File: src/rtl/weld_cfg.svh
`ifndef WELD_CFG_SVH
`define WELD_CFG_SVH

// clock rate and heartbeat half period
`define CLK_KHZ 50000
`define HB_HALF_MS 500

// image word indexes (words 45..51, stabilisers, seam, command value)
`define W_PULSE_WIRE 0
`define W_PULSE_FREQ 1
`define W_PULSE_DUTY 2
`define W_ARC_HIGH 3
`define W_ARC_LOW 4
`define W_RESIST 5
`define W_INDUCT 6
`define W_STAB_ARC 7
`define W_STAB_PEN 8
`define W_SEAM 9
`define W_CMD 10

// working mode codes
`define MODE_INT_PARAM 5'h00
`define MODE_SPEC_2STEP 5'h01
`define MODE_JOB 5'h02
`define MODE_2STEP 5'h08
`define MODE_MANUAL_2STEP 5'h09
`define MODE_RL_MEASURE 5'h18
`define MODE_RL_ALIGN 5'h19
`define SEL_RESERVED 2'h3

// reset values
`define MODE_RST 5'h00
`define LINE_RST 2'h0
`define DUAL_RST 2'h0
`define STATUS_RST 16'h2100

// status bit positions (byte 0 then byte 1)
`define ST_HEARTBEAT 0
`define ST_READY 1
`define ST_WARNING 2
`define ST_PROC_ACTIVE 3
`define ST_CUR_FLOW 4
`define ST_ARC_STABLE 5
`define ST_MAIN_CUR 6
`define ST_TOUCH 7
`define ST_COLLISION_N 8
`define ST_MOTION_REL 9
`define ST_WIRE_STUCK 10
`define ST_UNUSED 11
`define ST_TIP_SHORT 12
`define ST_INT_PARAM 13
`define ST_CHAR_VALID 14
`define ST_TORCH_GRIP 15

// robot-end register indexes (byte address = index * 4)
`define R_CTRL 4'h0
`define R_WORD0 4'h1
`define R_STATUS 4'hc
`define R_IRQ_STAT 4'hd
`define R_IRQ_MASK 4'he
`define R_SEND 4'hf
`define CTRL_MODE 0
`define CTRL_LINE 5
`define CTRL_DUAL 7
`define CTRL_DOC 9
`define CTRL_VSEL 10
`define EV_HEARTBEAT 0
`define EV_STATUS 1
`define EV_REFUSED 2

`endif

File: src/rtl/weld_pkg.sv
`default_nettype none
package weld_pkg;
  typedef logic [10:0][15:0] words_t;

  // the seven defined working mode codes
  function automatic logic mode_valid(input logic [4:0] m);
    return (m == 5'h00) || (m == 5'h01) || (m == 5'h02) || (m == 5'h08) ||
      (m == 5'h09) || (m == 5'h18) || (m == 5'h19);
  endfunction
endpackage
`default_nettype wire

File: src/rtl/weld_link_if.sv
`default_nettype none
interface weld_link_if;
  logic frame;
  weld_pkg::words_t words;
  logic [4:0] mode;
  logic [1:0] line;
  logic [1:0] dual;
  logic doc;
  logic vsel;
  logic [15:0] status;

  modport robot (output frame, words, mode, line, dual, doc, vsel, input status);
  modport source (input frame, words, mode, line, dual, doc, vsel, output status);
endinterface
`default_nettype wire

File: src/rtl/weld_source_end.sv
`include "weld_cfg.svh"
`default_nettype none
module weld_source_end #(
  parameter int unsigned HB_HALF_CYCLES = `HB_HALF_MS * `CLK_KHZ
) (
  input wire logic clk_i,
  input wire logic rst_i,
  input wire logic ce_i,
  weld_link_if.source link,
  input wire logic ready_i,
  input wire logic warning_i,
  input wire logic proc_active_i,
  input wire logic current_flow_i,
  input wire logic arc_stable_i,
  input wire logic main_current_i,
  input wire logic touch_i,
  input wire logic collision_i,
  input wire logic motion_release_i,
  input wire logic wire_stuck_i,
  input wire logic tip_short_i,
  input wire logic char_valid_i,
  input wire logic torch_gripped_i,
  input wire logic [15:0] internal_seam_i,
  output logic [15:0] pulse_wire_o,
  output logic [15:0] pulse_freq_o,
  output logic [15:0] pulse_duty_o,
  output logic [15:0] arc_high_o,
  output logic [15:0] arc_low_o,
  output logic [15:0] resistance_o,
  output logic [15:0] inductance_o,
  output logic [15:0] stab_arc_o,
  output logic [15:0] stab_pen_o,
  output logic [4:0] mode_o,
  output logic [1:0] line_o,
  output logic [1:0] dual_o,
  output logic [15:0] seam_o,
  output logic [15:0] wire_set_o,
  output logic [15:0] current_set_o,
  output logic mode_reject_o,
  output logic sel_reject_o
);

  typedef struct packed {
    logic [31:0] hb_cnt;
    logic hb;
    weld_pkg::words_t words;
    logic [4:0] mode;
    logic [1:0] line;
    logic [1:0] dual;
    logic doc;
    logic vsel;
    logic [15:0] seam;
    logic [15:0] wire_set;
    logic [15:0] cur_set;
    logic [15:0] status;
    logic mode_rej;
    logic sel_rej;
  } state_t;

  state_t s_q;
  state_t s_d;

  // heartbeat wrap point, sized to the counter
  localparam logic [31:0] HB_LAST = 32'(HB_HALF_CYCLES - 1);

  // next-state logic
  always_comb
  begin
    s_d = s_q;
    s_d.mode_rej = 1'b0;
    s_d.sel_rej = 1'b0;
    if (ce_i)
    begin
      if (s_q.hb_cnt == HB_LAST)
      begin
        s_d.hb_cnt = 32'h0;
        s_d.hb = ~s_q.hb;
      end
      else
      begin
        s_d.hb_cnt = s_q.hb_cnt + 32'h1;
      end

      // take a new image on each fieldbus frame
      if (link.frame)
      begin
        s_d.words = link.words;
        if (weld_pkg::mode_valid(link.mode))
        begin
          s_d.mode = link.mode;
        end
        else
        begin
          s_d.mode_rej = 1'b1;
        end
        if (link.line != `SEL_RESERVED)
        begin
          s_d.line = link.line;
        end
        else
        begin
          s_d.sel_rej = 1'b1;
        end
        if (link.dual != `SEL_RESERVED)
        begin
          s_d.dual = link.dual;
        end
        else
        begin
          s_d.sel_rej = 1'b1;
        end
        s_d.doc = link.doc;
        s_d.vsel = link.vsel;
      end

      s_d.seam = s_d.doc ? s_d.words[`W_SEAM] : internal_seam_i;

      if (s_d.vsel)
      begin
        s_d.cur_set = s_d.words[`W_CMD];
      end
      else
      begin
        s_d.wire_set = s_d.words[`W_CMD];
      end

      s_d.status[`ST_HEARTBEAT] = s_d.hb;
      s_d.status[`ST_READY] = ready_i;
      s_d.status[`ST_WARNING] = warning_i;
      s_d.status[`ST_PROC_ACTIVE] = proc_active_i;
      s_d.status[`ST_CUR_FLOW] = current_flow_i;
      s_d.status[`ST_ARC_STABLE] = arc_stable_i;
      s_d.status[`ST_MAIN_CUR] = main_current_i;
      s_d.status[`ST_TOUCH] = touch_i;
      s_d.status[`ST_COLLISION_N] = ~collision_i;
      s_d.status[`ST_MOTION_REL] = motion_release_i;
      s_d.status[`ST_WIRE_STUCK] = wire_stuck_i;
      s_d.status[`ST_UNUSED] = 1'b0;
      s_d.status[`ST_TIP_SHORT] = tip_short_i;
      s_d.status[`ST_INT_PARAM] = (s_d.mode == `MODE_INT_PARAM);
      s_d.status[`ST_CHAR_VALID] = char_valid_i;
      s_d.status[`ST_TORCH_GRIP] = torch_gripped_i;
    end
  end

  // state register
  always_ff @(posedge clk_i)
  begin
    if (rst_i)
    begin
      s_q <= '0;
      s_q.mode <= `MODE_RST;
      s_q.line <= `LINE_RST;
      s_q.dual <= `DUAL_RST;
      // collision input idle means no collision, so the low-active bit rests high
      s_q.status[`ST_COLLISION_N] <= 1'b1;
      s_q.status[`ST_INT_PARAM] <= 1'b1;
    end
    else
    begin
      s_q <= s_d;
    end
  end

  // image words to the welding process
  assign pulse_wire_o = s_q.words[`W_PULSE_WIRE];
  assign pulse_freq_o = s_q.words[`W_PULSE_FREQ];
  assign pulse_duty_o = s_q.words[`W_PULSE_DUTY];
  assign arc_high_o = s_q.words[`W_ARC_HIGH];
  assign arc_low_o = s_q.words[`W_ARC_LOW];
  assign resistance_o = s_q.words[`W_RESIST];
  assign inductance_o = s_q.words[`W_INDUCT];
  assign stab_arc_o = s_q.words[`W_STAB_ARC];
  assign stab_pen_o = s_q.words[`W_STAB_PEN];

  // selections and derived values
  assign mode_o = s_q.mode;
  assign line_o = s_q.line;
  assign dual_o = s_q.dual;
  assign seam_o = s_q.seam;
  assign wire_set_o = s_q.wire_set;
  assign current_set_o = s_q.cur_set;
  assign mode_reject_o = s_q.mode_rej;
  assign sel_reject_o = s_q.sel_rej;

  // status image back to the robot
  assign link.status = s_q.status;

endmodule
`default_nettype wire
File: src/flat_wrapper.sv
// flat-port wrapper written by rule: the top's interface ports become plain ports
module weld_source_end_flat 
#(
  parameter int unsigned HB_HALF_CYCLES = `HB_HALF_MS * `CLK_KHZ
)
  (clk_i, rst_i, ce_i, ready_i, warning_i, proc_active_i, current_flow_i, arc_stable_i, main_current_i, touch_i, collision_i, motion_release_i, wire_stuck_i, tip_short_i, char_valid_i, torch_gripped_i, internal_seam_i, pulse_wire_o, pulse_freq_o, pulse_duty_o, arc_high_o, arc_low_o, resistance_o, inductance_o, stab_arc_o, stab_pen_o, mode_o, line_o, dual_o, seam_o, wire_set_o, current_set_o, mode_reject_o, sel_reject_o, link_frame, link_words, link_mode, link_line, link_dual, link_doc, link_vsel, link_status);
  weld_link_if link_i ();
  input wire logic clk_i;
  input wire logic rst_i;
  input wire logic ce_i;
  input wire logic ready_i;
  input wire logic warning_i;
  input wire logic proc_active_i;
  input wire logic current_flow_i;
  input wire logic arc_stable_i;
  input wire logic main_current_i;
  input wire logic touch_i;
  input wire logic collision_i;
  input wire logic motion_release_i;
  input wire logic wire_stuck_i;
  input wire logic tip_short_i;
  input wire logic char_valid_i;
  input wire logic torch_gripped_i;
  input wire logic [15:0] internal_seam_i;
  output logic [15:0] pulse_wire_o;
  output logic [15:0] pulse_freq_o;
  output logic [15:0] pulse_duty_o;
  output logic [15:0] arc_high_o;
  output logic [15:0] arc_low_o;
  output logic [15:0] resistance_o;
  output logic [15:0] inductance_o;
  output logic [15:0] stab_arc_o;
  output logic [15:0] stab_pen_o;
  output logic [4:0] mode_o;
  output logic [1:0] line_o;
  output logic [1:0] dual_o;
  output logic [15:0] seam_o;
  output logic [15:0] wire_set_o;
  output logic [15:0] current_set_o;
  output logic mode_reject_o;
  output logic sel_reject_o;
  input wire logic [$bits(link_i.frame)-1:0] link_frame;
  input wire logic [$bits(link_i.words)-1:0] link_words;
  input wire logic [$bits(link_i.mode)-1:0] link_mode;
  input wire logic [$bits(link_i.line)-1:0] link_line;
  input wire logic [$bits(link_i.dual)-1:0] link_dual;
  input wire logic [$bits(link_i.doc)-1:0] link_doc;
  input wire logic [$bits(link_i.vsel)-1:0] link_vsel;
  output wire logic [$bits(link_i.status)-1:0] link_status;
  assign link_i.frame = link_frame;
  assign link_i.words = link_words;
  assign link_i.mode = link_mode;
  assign link_i.line = link_line;
  assign link_i.dual = link_dual;
  assign link_i.doc = link_doc;
  assign link_i.vsel = link_vsel;
  assign link_status = link_i.status;
  weld_source_end #(.HB_HALF_CYCLES(HB_HALF_CYCLES)) u_core (.clk_i(clk_i), .rst_i(rst_i), .ce_i(ce_i), .link(link_i), .ready_i(ready_i), .warning_i(warning_i), .proc_active_i(proc_active_i), .current_flow_i(current_flow_i), .arc_stable_i(arc_stable_i), .main_current_i(main_current_i), .touch_i(touch_i), .collision_i(collision_i), .motion_release_i(motion_release_i), .wire_stuck_i(wire_stuck_i), .tip_short_i(tip_short_i), .char_valid_i(char_valid_i), .torch_gripped_i(torch_gripped_i), .internal_seam_i(internal_seam_i), .pulse_wire_o(pulse_wire_o), .pulse_freq_o(pulse_freq_o), .pulse_duty_o(pulse_duty_o), .arc_high_o(arc_high_o), .arc_low_o(arc_low_o), .resistance_o(resistance_o), .inductance_o(inductance_o), .stab_arc_o(stab_arc_o), .stab_pen_o(stab_pen_o), .mode_o(mode_o), .line_o(line_o), .dual_o(dual_o), .seam_o(seam_o), .wire_set_o(wire_set_o), .current_set_o(current_set_o), .mode_reject_o(mode_reject_o), .sel_reject_o(sel_reject_o));
endmodule
File: config.mk
export PLATFORM = sky130hd
export DESIGN_NAME = weld_source_end_flat
export DESIGN_NICKNAME = d
export VERILOG_FILES = /design/src/rtl/weld_pkg.sv /design/src/rtl/weld_link_if.sv /design/src/rtl/weld_source_end.sv /design/src/flat_wrapper.sv
export VERILOG_INCLUDE_DIRS = /design/src /design/src/rtl
export SDC_FILE = /design/constraint.sdc
export NUM_CORES = 1
export LEC_CHECK = 0
export BUFFER_PORTS_ARGS = -buffer_cell sky130_fd_sc_hd__buf_4
export CELL_PAD_IN_SITES_DETAIL_PLACEMENT = 1
export CELL_PAD_IN_SITES_GLOBAL_PLACEMENT = 1
export CORE_ASPECT_RATIO = 0.6
export CORE_MARGIN = 4
export CORE_UTILIZATION = 32
export DETAILED_ROUTE_END_ITERATION = 16
export GPL_TIMING_DRIVEN = 0
export PLACE_DENSITY_LB_ADDON = 0.12
export SETUP_SLACK_MARGIN = 0.15
export SYNTH_ARGS = -nofsm -noshare
export SYNTH_HDL_FRONTEND = slang
export SYNTH_SLANG_ARGS = --single-unit
File: constraint.sdc
create_clock -name clk_i -period 1.7 [get_ports clk_i]
set_input_delay 0.34 -clock clk_i [delete_from_list [all_inputs] [get_ports clk_i]]
set_output_delay 0.34 -clock clk_i [all_outputs]
set_load 0.02 [all_outputs]
* Yosys cells after proc, flatten, opt, wreduce, memory -nomap -nowiden
Index checks and enable logic that the tools add are counted.
** Cells by class
- Mux-type cells :: 11
- Eq/ne operators :: 12
- Reduce and logical (&&, ||, !) cells :: 14
- Bitwise logic cells :: 5
- $add $sub $neg :: 1
** Operators by type and width (number)
- 2-to-1 mux 187 bit :: 2
- adder 32 x 1 -> 32 bit (second input constant) :: 1
- == test 32 x 25 -> 1 bit (second input constant) :: 1
- 2-to-1 mux 32 bit :: 1
- 2-to-1 mux 16 bit :: 1
- == test 5 x 4 -> 1 bit (second input constant) :: 2
- == test 5 bit (second input constant) :: 2
- logical NOT 5 bit :: 2
- logical OR 1 bit :: 6
- inequality test 2 x 1 -> 1 bit (second input constant) :: 3
- AND reduction 2 bit :: 3
- AND reduction 3 bit :: 2
- == test 5 x 1 -> 1 bit (second input constant) :: 1
- == test 5 x 2 -> 1 bit (second input constant) :: 1
- 2-to-1 mux 5 bit :: 1
- NOT 1 bit :: 5
- 2-to-1 mux 1 bit :: 4
- 2-to-1 mux 2 bit :: 2
- inequality test 2 bit (second input constant) :: 2
- OR reduction 3 bit :: 1
** Word-level totals
- Register bits after elaboration :: 285
- Bits of input ports :: 220
- Word-level logic and storage cells :: 67

* Depth between registers and ports, before layout
- Depth in word-level cells :: 12
- Gate-level depth with buffers :: 8
- Gate-level depth less buffers :: 6

* Worst setup path after synthesis
OpenSTA, ideal clock, no wires.
- Path type :: reg2reg
- From :: register u_core.s_q[254] (netlist name)
- To :: register u_core.s_q[276] (netlist name)
- Path buffers :: 2
- Setup time :: 0.115 ns
- Stages on the path, launching flop included :: 9
- Slack :: -0.205 ns
- Data arrival time :: 1.790 ns
- Cell sequence :: dfxtp_1 ha_1 nand2_1 or3_1 nor4_2 or2_1 buf_6 buf_8 nor2_1
** On the way
- Cells in the longest elaborated chain, start to end :: 2
- Elaborated cells between the ends (all ways) :: 3
** Ends and longest elaborated chain
- start, declared :: line weld_source_end.sv:60 : state_t s_q;
- adder 32 x 1 -> 32 bit / == test 32 x 25 -> 1 bit (equally long branches) :: line weld_source_end.sv:81, weld_source_end.sv:74
- 2-to-1 mux 32 bit * :: line weld_source_end.sv:74 : if (s_q.hb_cnt == HB_LAST)
Every way passes the cells marked *; elsewhere a longest branch is shown, timed or not.
A chain may end at the register's enable or synchronous reset.

* Final worst setup path
- From :: register u_core.s_q[265] (netlist name)
- To :: register u_core.s_q[274] (netlist name)
Same word-level chain as after synthesis.

==> results.md <==
* Status: finished, violations left
* Failing checks: negative setup slack
* Top_reg_cell synth: dfxtp_1
* Worst slew pin tran at about 0.80 ns
* Share of cells above drive strength 1 at 0.407
* Reg clk slew, reported paths at 0.06 ns
* Critical hold path startpoint: motion_release_i
* Placed instance count at roughly 2,500
* Startpoint Class: register
* Clock Skews at ~0.014 ns
* Power Dens Cells at around 900 nW/um^2
* Via count of the routed design at roughly 12,000
* Yosys cell types at 40
* Number of global-route vias before repair at around 12,000
* Count leader, synth: nand2_1
* Fillers at roughly 4,500
* CP Capture Type: register
* CTS Buf Count at 30
* HP Class: input port to register
* Grt met2 use at 0.357
* Avg Cell Area, Syn at roughly 8 sq um
* Crit share post-route at 1.08
* First-pass detailed-route iteration total at 5
* Leak Pwr at a little over 8 nW
* First-pass GRT wire length at slightly above 70,000 um
* Peak VDD IR at 0.728 mV
* WL per Instance at 18.3 um
* WHS at ~0.027 ns
* Final wirelength at 46,900 um
* WP data arrival at approximately 2.3 ns
* Syn nets at around 1,700
* Final core utilization at 0.475
* Max-Cap Viols at 0
* Multi-input logic area at between 4000 and 5000 sq um
* Largest net degree at the start of global routing at 15
* Layout Cells excl Fill at 2,558
* CP Class: register to register
* CTS max path bufs at 3
* WP data required at about 2.2 ns
* NumNets Final at 2,243
* Worst Setup SP: u_core.s_q[265]
* Reg2reg end: u_core.s_q[274]
* Cell taking the most area after synthesis: dfxtp_1
* Vias per cell at 4.58
* Worst-Skew Late Latency at approximately 0.56 ns
* R2r startpoint: u_core.s_q[265]
* Max-slew headroom at 0.469
* Die area at 41,800 sq um
* GR Layer Usage met3 at 0.0406
* Fmax at about 540 MHz
* Setup WS post-layout at -0.142 ns
* Top post-synthesis cells by area: dfxtp_1 (46%), buf_4 (13%), nand2_1 (12%)
* Root Driver: clkbuf_16
* Tmin final at around 1.8 ns
* Synth Register Bits at roughly 280
* Htree depth at 1
* Worst hold path depth at 3
* Seq/Total Area, Yosys at 0.462
* P&R area growth vs syn at 46.0%
* Number of clock sinks at approximately 280
* Mapped cell area at 12,300 sq um
* Initial antenna violation count at 2
* Die width at about 260 um
* Initial DRC Count at 524
* Yosys warning count at 0
* Setup violators final at 27
* Number of cell rows at 55
* Max-slew violation count at 0
* Placer Congestion at between 0.8 and 0.9
* Post-DP HPWL at around 36,000 um
* Final antenna-violating net count at 0
* # IOs at around 440
* Reg2reg path depth at 7
* RSZ-0062 raised after global routing: yes
* Starting density of the core at 0.326
* Core ar. at 37,800 sq um
* CTS tree: built
* All-Layer GR Usage at 0.214
* Setup_tns at -3.17 ns
* Register area at around 5700 sq um
* CP Max Fanout at 7
* Yosys top cell area share at 0.462
* Cells after synthesis at 1,510
* Number of synthesized flops with an enable pin at 0
* Final hold vios at 0
* Port buffer count at roughly 430
* FFs w/ async S/R, synth at 0
* Commonest cells in the netlist: nand2_1 (390), dfxtp_1 (284), buf_4 (217)
* GRT Max-Usage Layer: met2
* DRC at 0
* DP Worst Slack at -0.673 ns
* R2r setup slk at -0.14 ns
* Met1 GRT Util at 0.282
* Hold Path End: u_core.link.status[9]
* Total grt overflow at 0
* Die Ht at around 160 um
==> routing by layer <==
layer	up-vias	wire (um)
met5	-	0
met4	0	1520
met3	70	2560
met2	268	22000
met1	5620	20800
li1	5745	-
==> how the worst max path moves through the flow <==
| stage | endpoint | cells after the start |
|---|---|---|
| after floorplan | u_core.s_q[276] | 8 |
| after global placement | u_core.stab_arc_o[0] | 7 |
| after detailed placement | u_core.stab_arc_o[5] | 7 |
| after CTS | u_core.s_q[281] | 8 |
| after global routing | u_core.s_q[283] | 7 |
| final | u_core.s_q[274] | 7 |
==> cells in the final DEF (no fill, tap or decap), drive strengths merged, types with 12 or more instances in the layout <==
| cell type | count |
|---|---|
| dlygate4sd3 | 22 |
| a211oi | 32 |
| nand4 | 18 |
| clkbuf | 119 |
| xnor2 | 17 |
| nand2 | 390 |
| a21oi | 177 |
| dfxtp | 284 |
| buf | 695 |
| xor2 | 13 |
| nor2 | 115 |
| nor3 | 12 |
| nor4 | 14 |
| mux2i | 68 |
| o21ai | 18 |
==> cell families (layout without fill, tap and decap cells) <==
| group | Yosys count | in the layout | synth area share |
|---|---|---|---|
| AOI/OAI and AO/OA | 233 | 233 | 0.103 |
| xor gates and xnor gates | 30 | 30 | 0.0214 |
| adders and majority gates | 1 | 1 | 0.00102 |
| buffers and inverters | 314 | 846 | 0.165 |
| DFF | 284 | 284 | 0.462 |
| muxes | 68 | 68 | 0.0553 |
| other | 1 | 4 | 0.000305 |
| and+or+nand+nor | 579 | 579 | 0.192 |
==> registers in the layout, summed over array words and instances (netlist names), 5 cells and up <==
signal,count
u_core.mode_o,5
u_core.seam_o,16
u_core.current_set_o,16
u_core.pulse_freq_o,16
u_core.wire_set_o,16
u_core.arc_high_o,16
u_core.inductance_o,16
u_core.stab_arc_o,16
u_core.link.status,15
u_core.pulse_wire_o,16
u_core.resistance_o,16
u_core.s_q,66
u_core.arc_low_o,16
u_core.pulse_duty_o,16
u_core.stab_pen_o,16
==> area by class of cell <==
cell class                 count  share of cell area
clock inverter                 6             0.00307
buffer                       309               0.116
antenna                        3            0.000418
tap                          513              0.0357
clock buffer                  46              0.0497
timing repair buffer         481               0.207
multi-input combinational    912               0.268
inverter                       4            0.000836
sequential                   284               0.320
==> power breakdown <==
group / total [mW] / switching (mW) / internal (mW)
clock: 6.50 / 2.77 / 3.73
sequential: 7.15 / 0.177 / 6.97
combinational: 2.72 / 1.39 / 1.33
total: 16.4 / 4.34 / 12.0
==> worst max-delay path, stage by stage (launching register included) <==
cell and delay, ns:
dfxtp_1 0.42, and4_1 0.34, nand2_1 0.15, nor4_4 0.30, or2_1 0.15, buf_6 0.17
clkbuf_16 0.16, nor2_1 0.03
==> what timing repair did <==
item,in CTS,in global routing
setup endpoints to repair,197,125
cloned,1,1
pin swaps,9,9
endpoints found under the hold margin,22,0
setup buffers,12,11
hold buffers,22,0
gates resized for setup,41,70
==> per-stage QoR <==
stage	total power, mW	cell area (sq um)
after global routing	17.1	18000
after CTS	16.6	17700
after floorplan	8.71	12400
after global placement	9.87	16300
final	16.4	18000
after detailed placement	9.93	16300
Power figures use the tool's default switching activity.
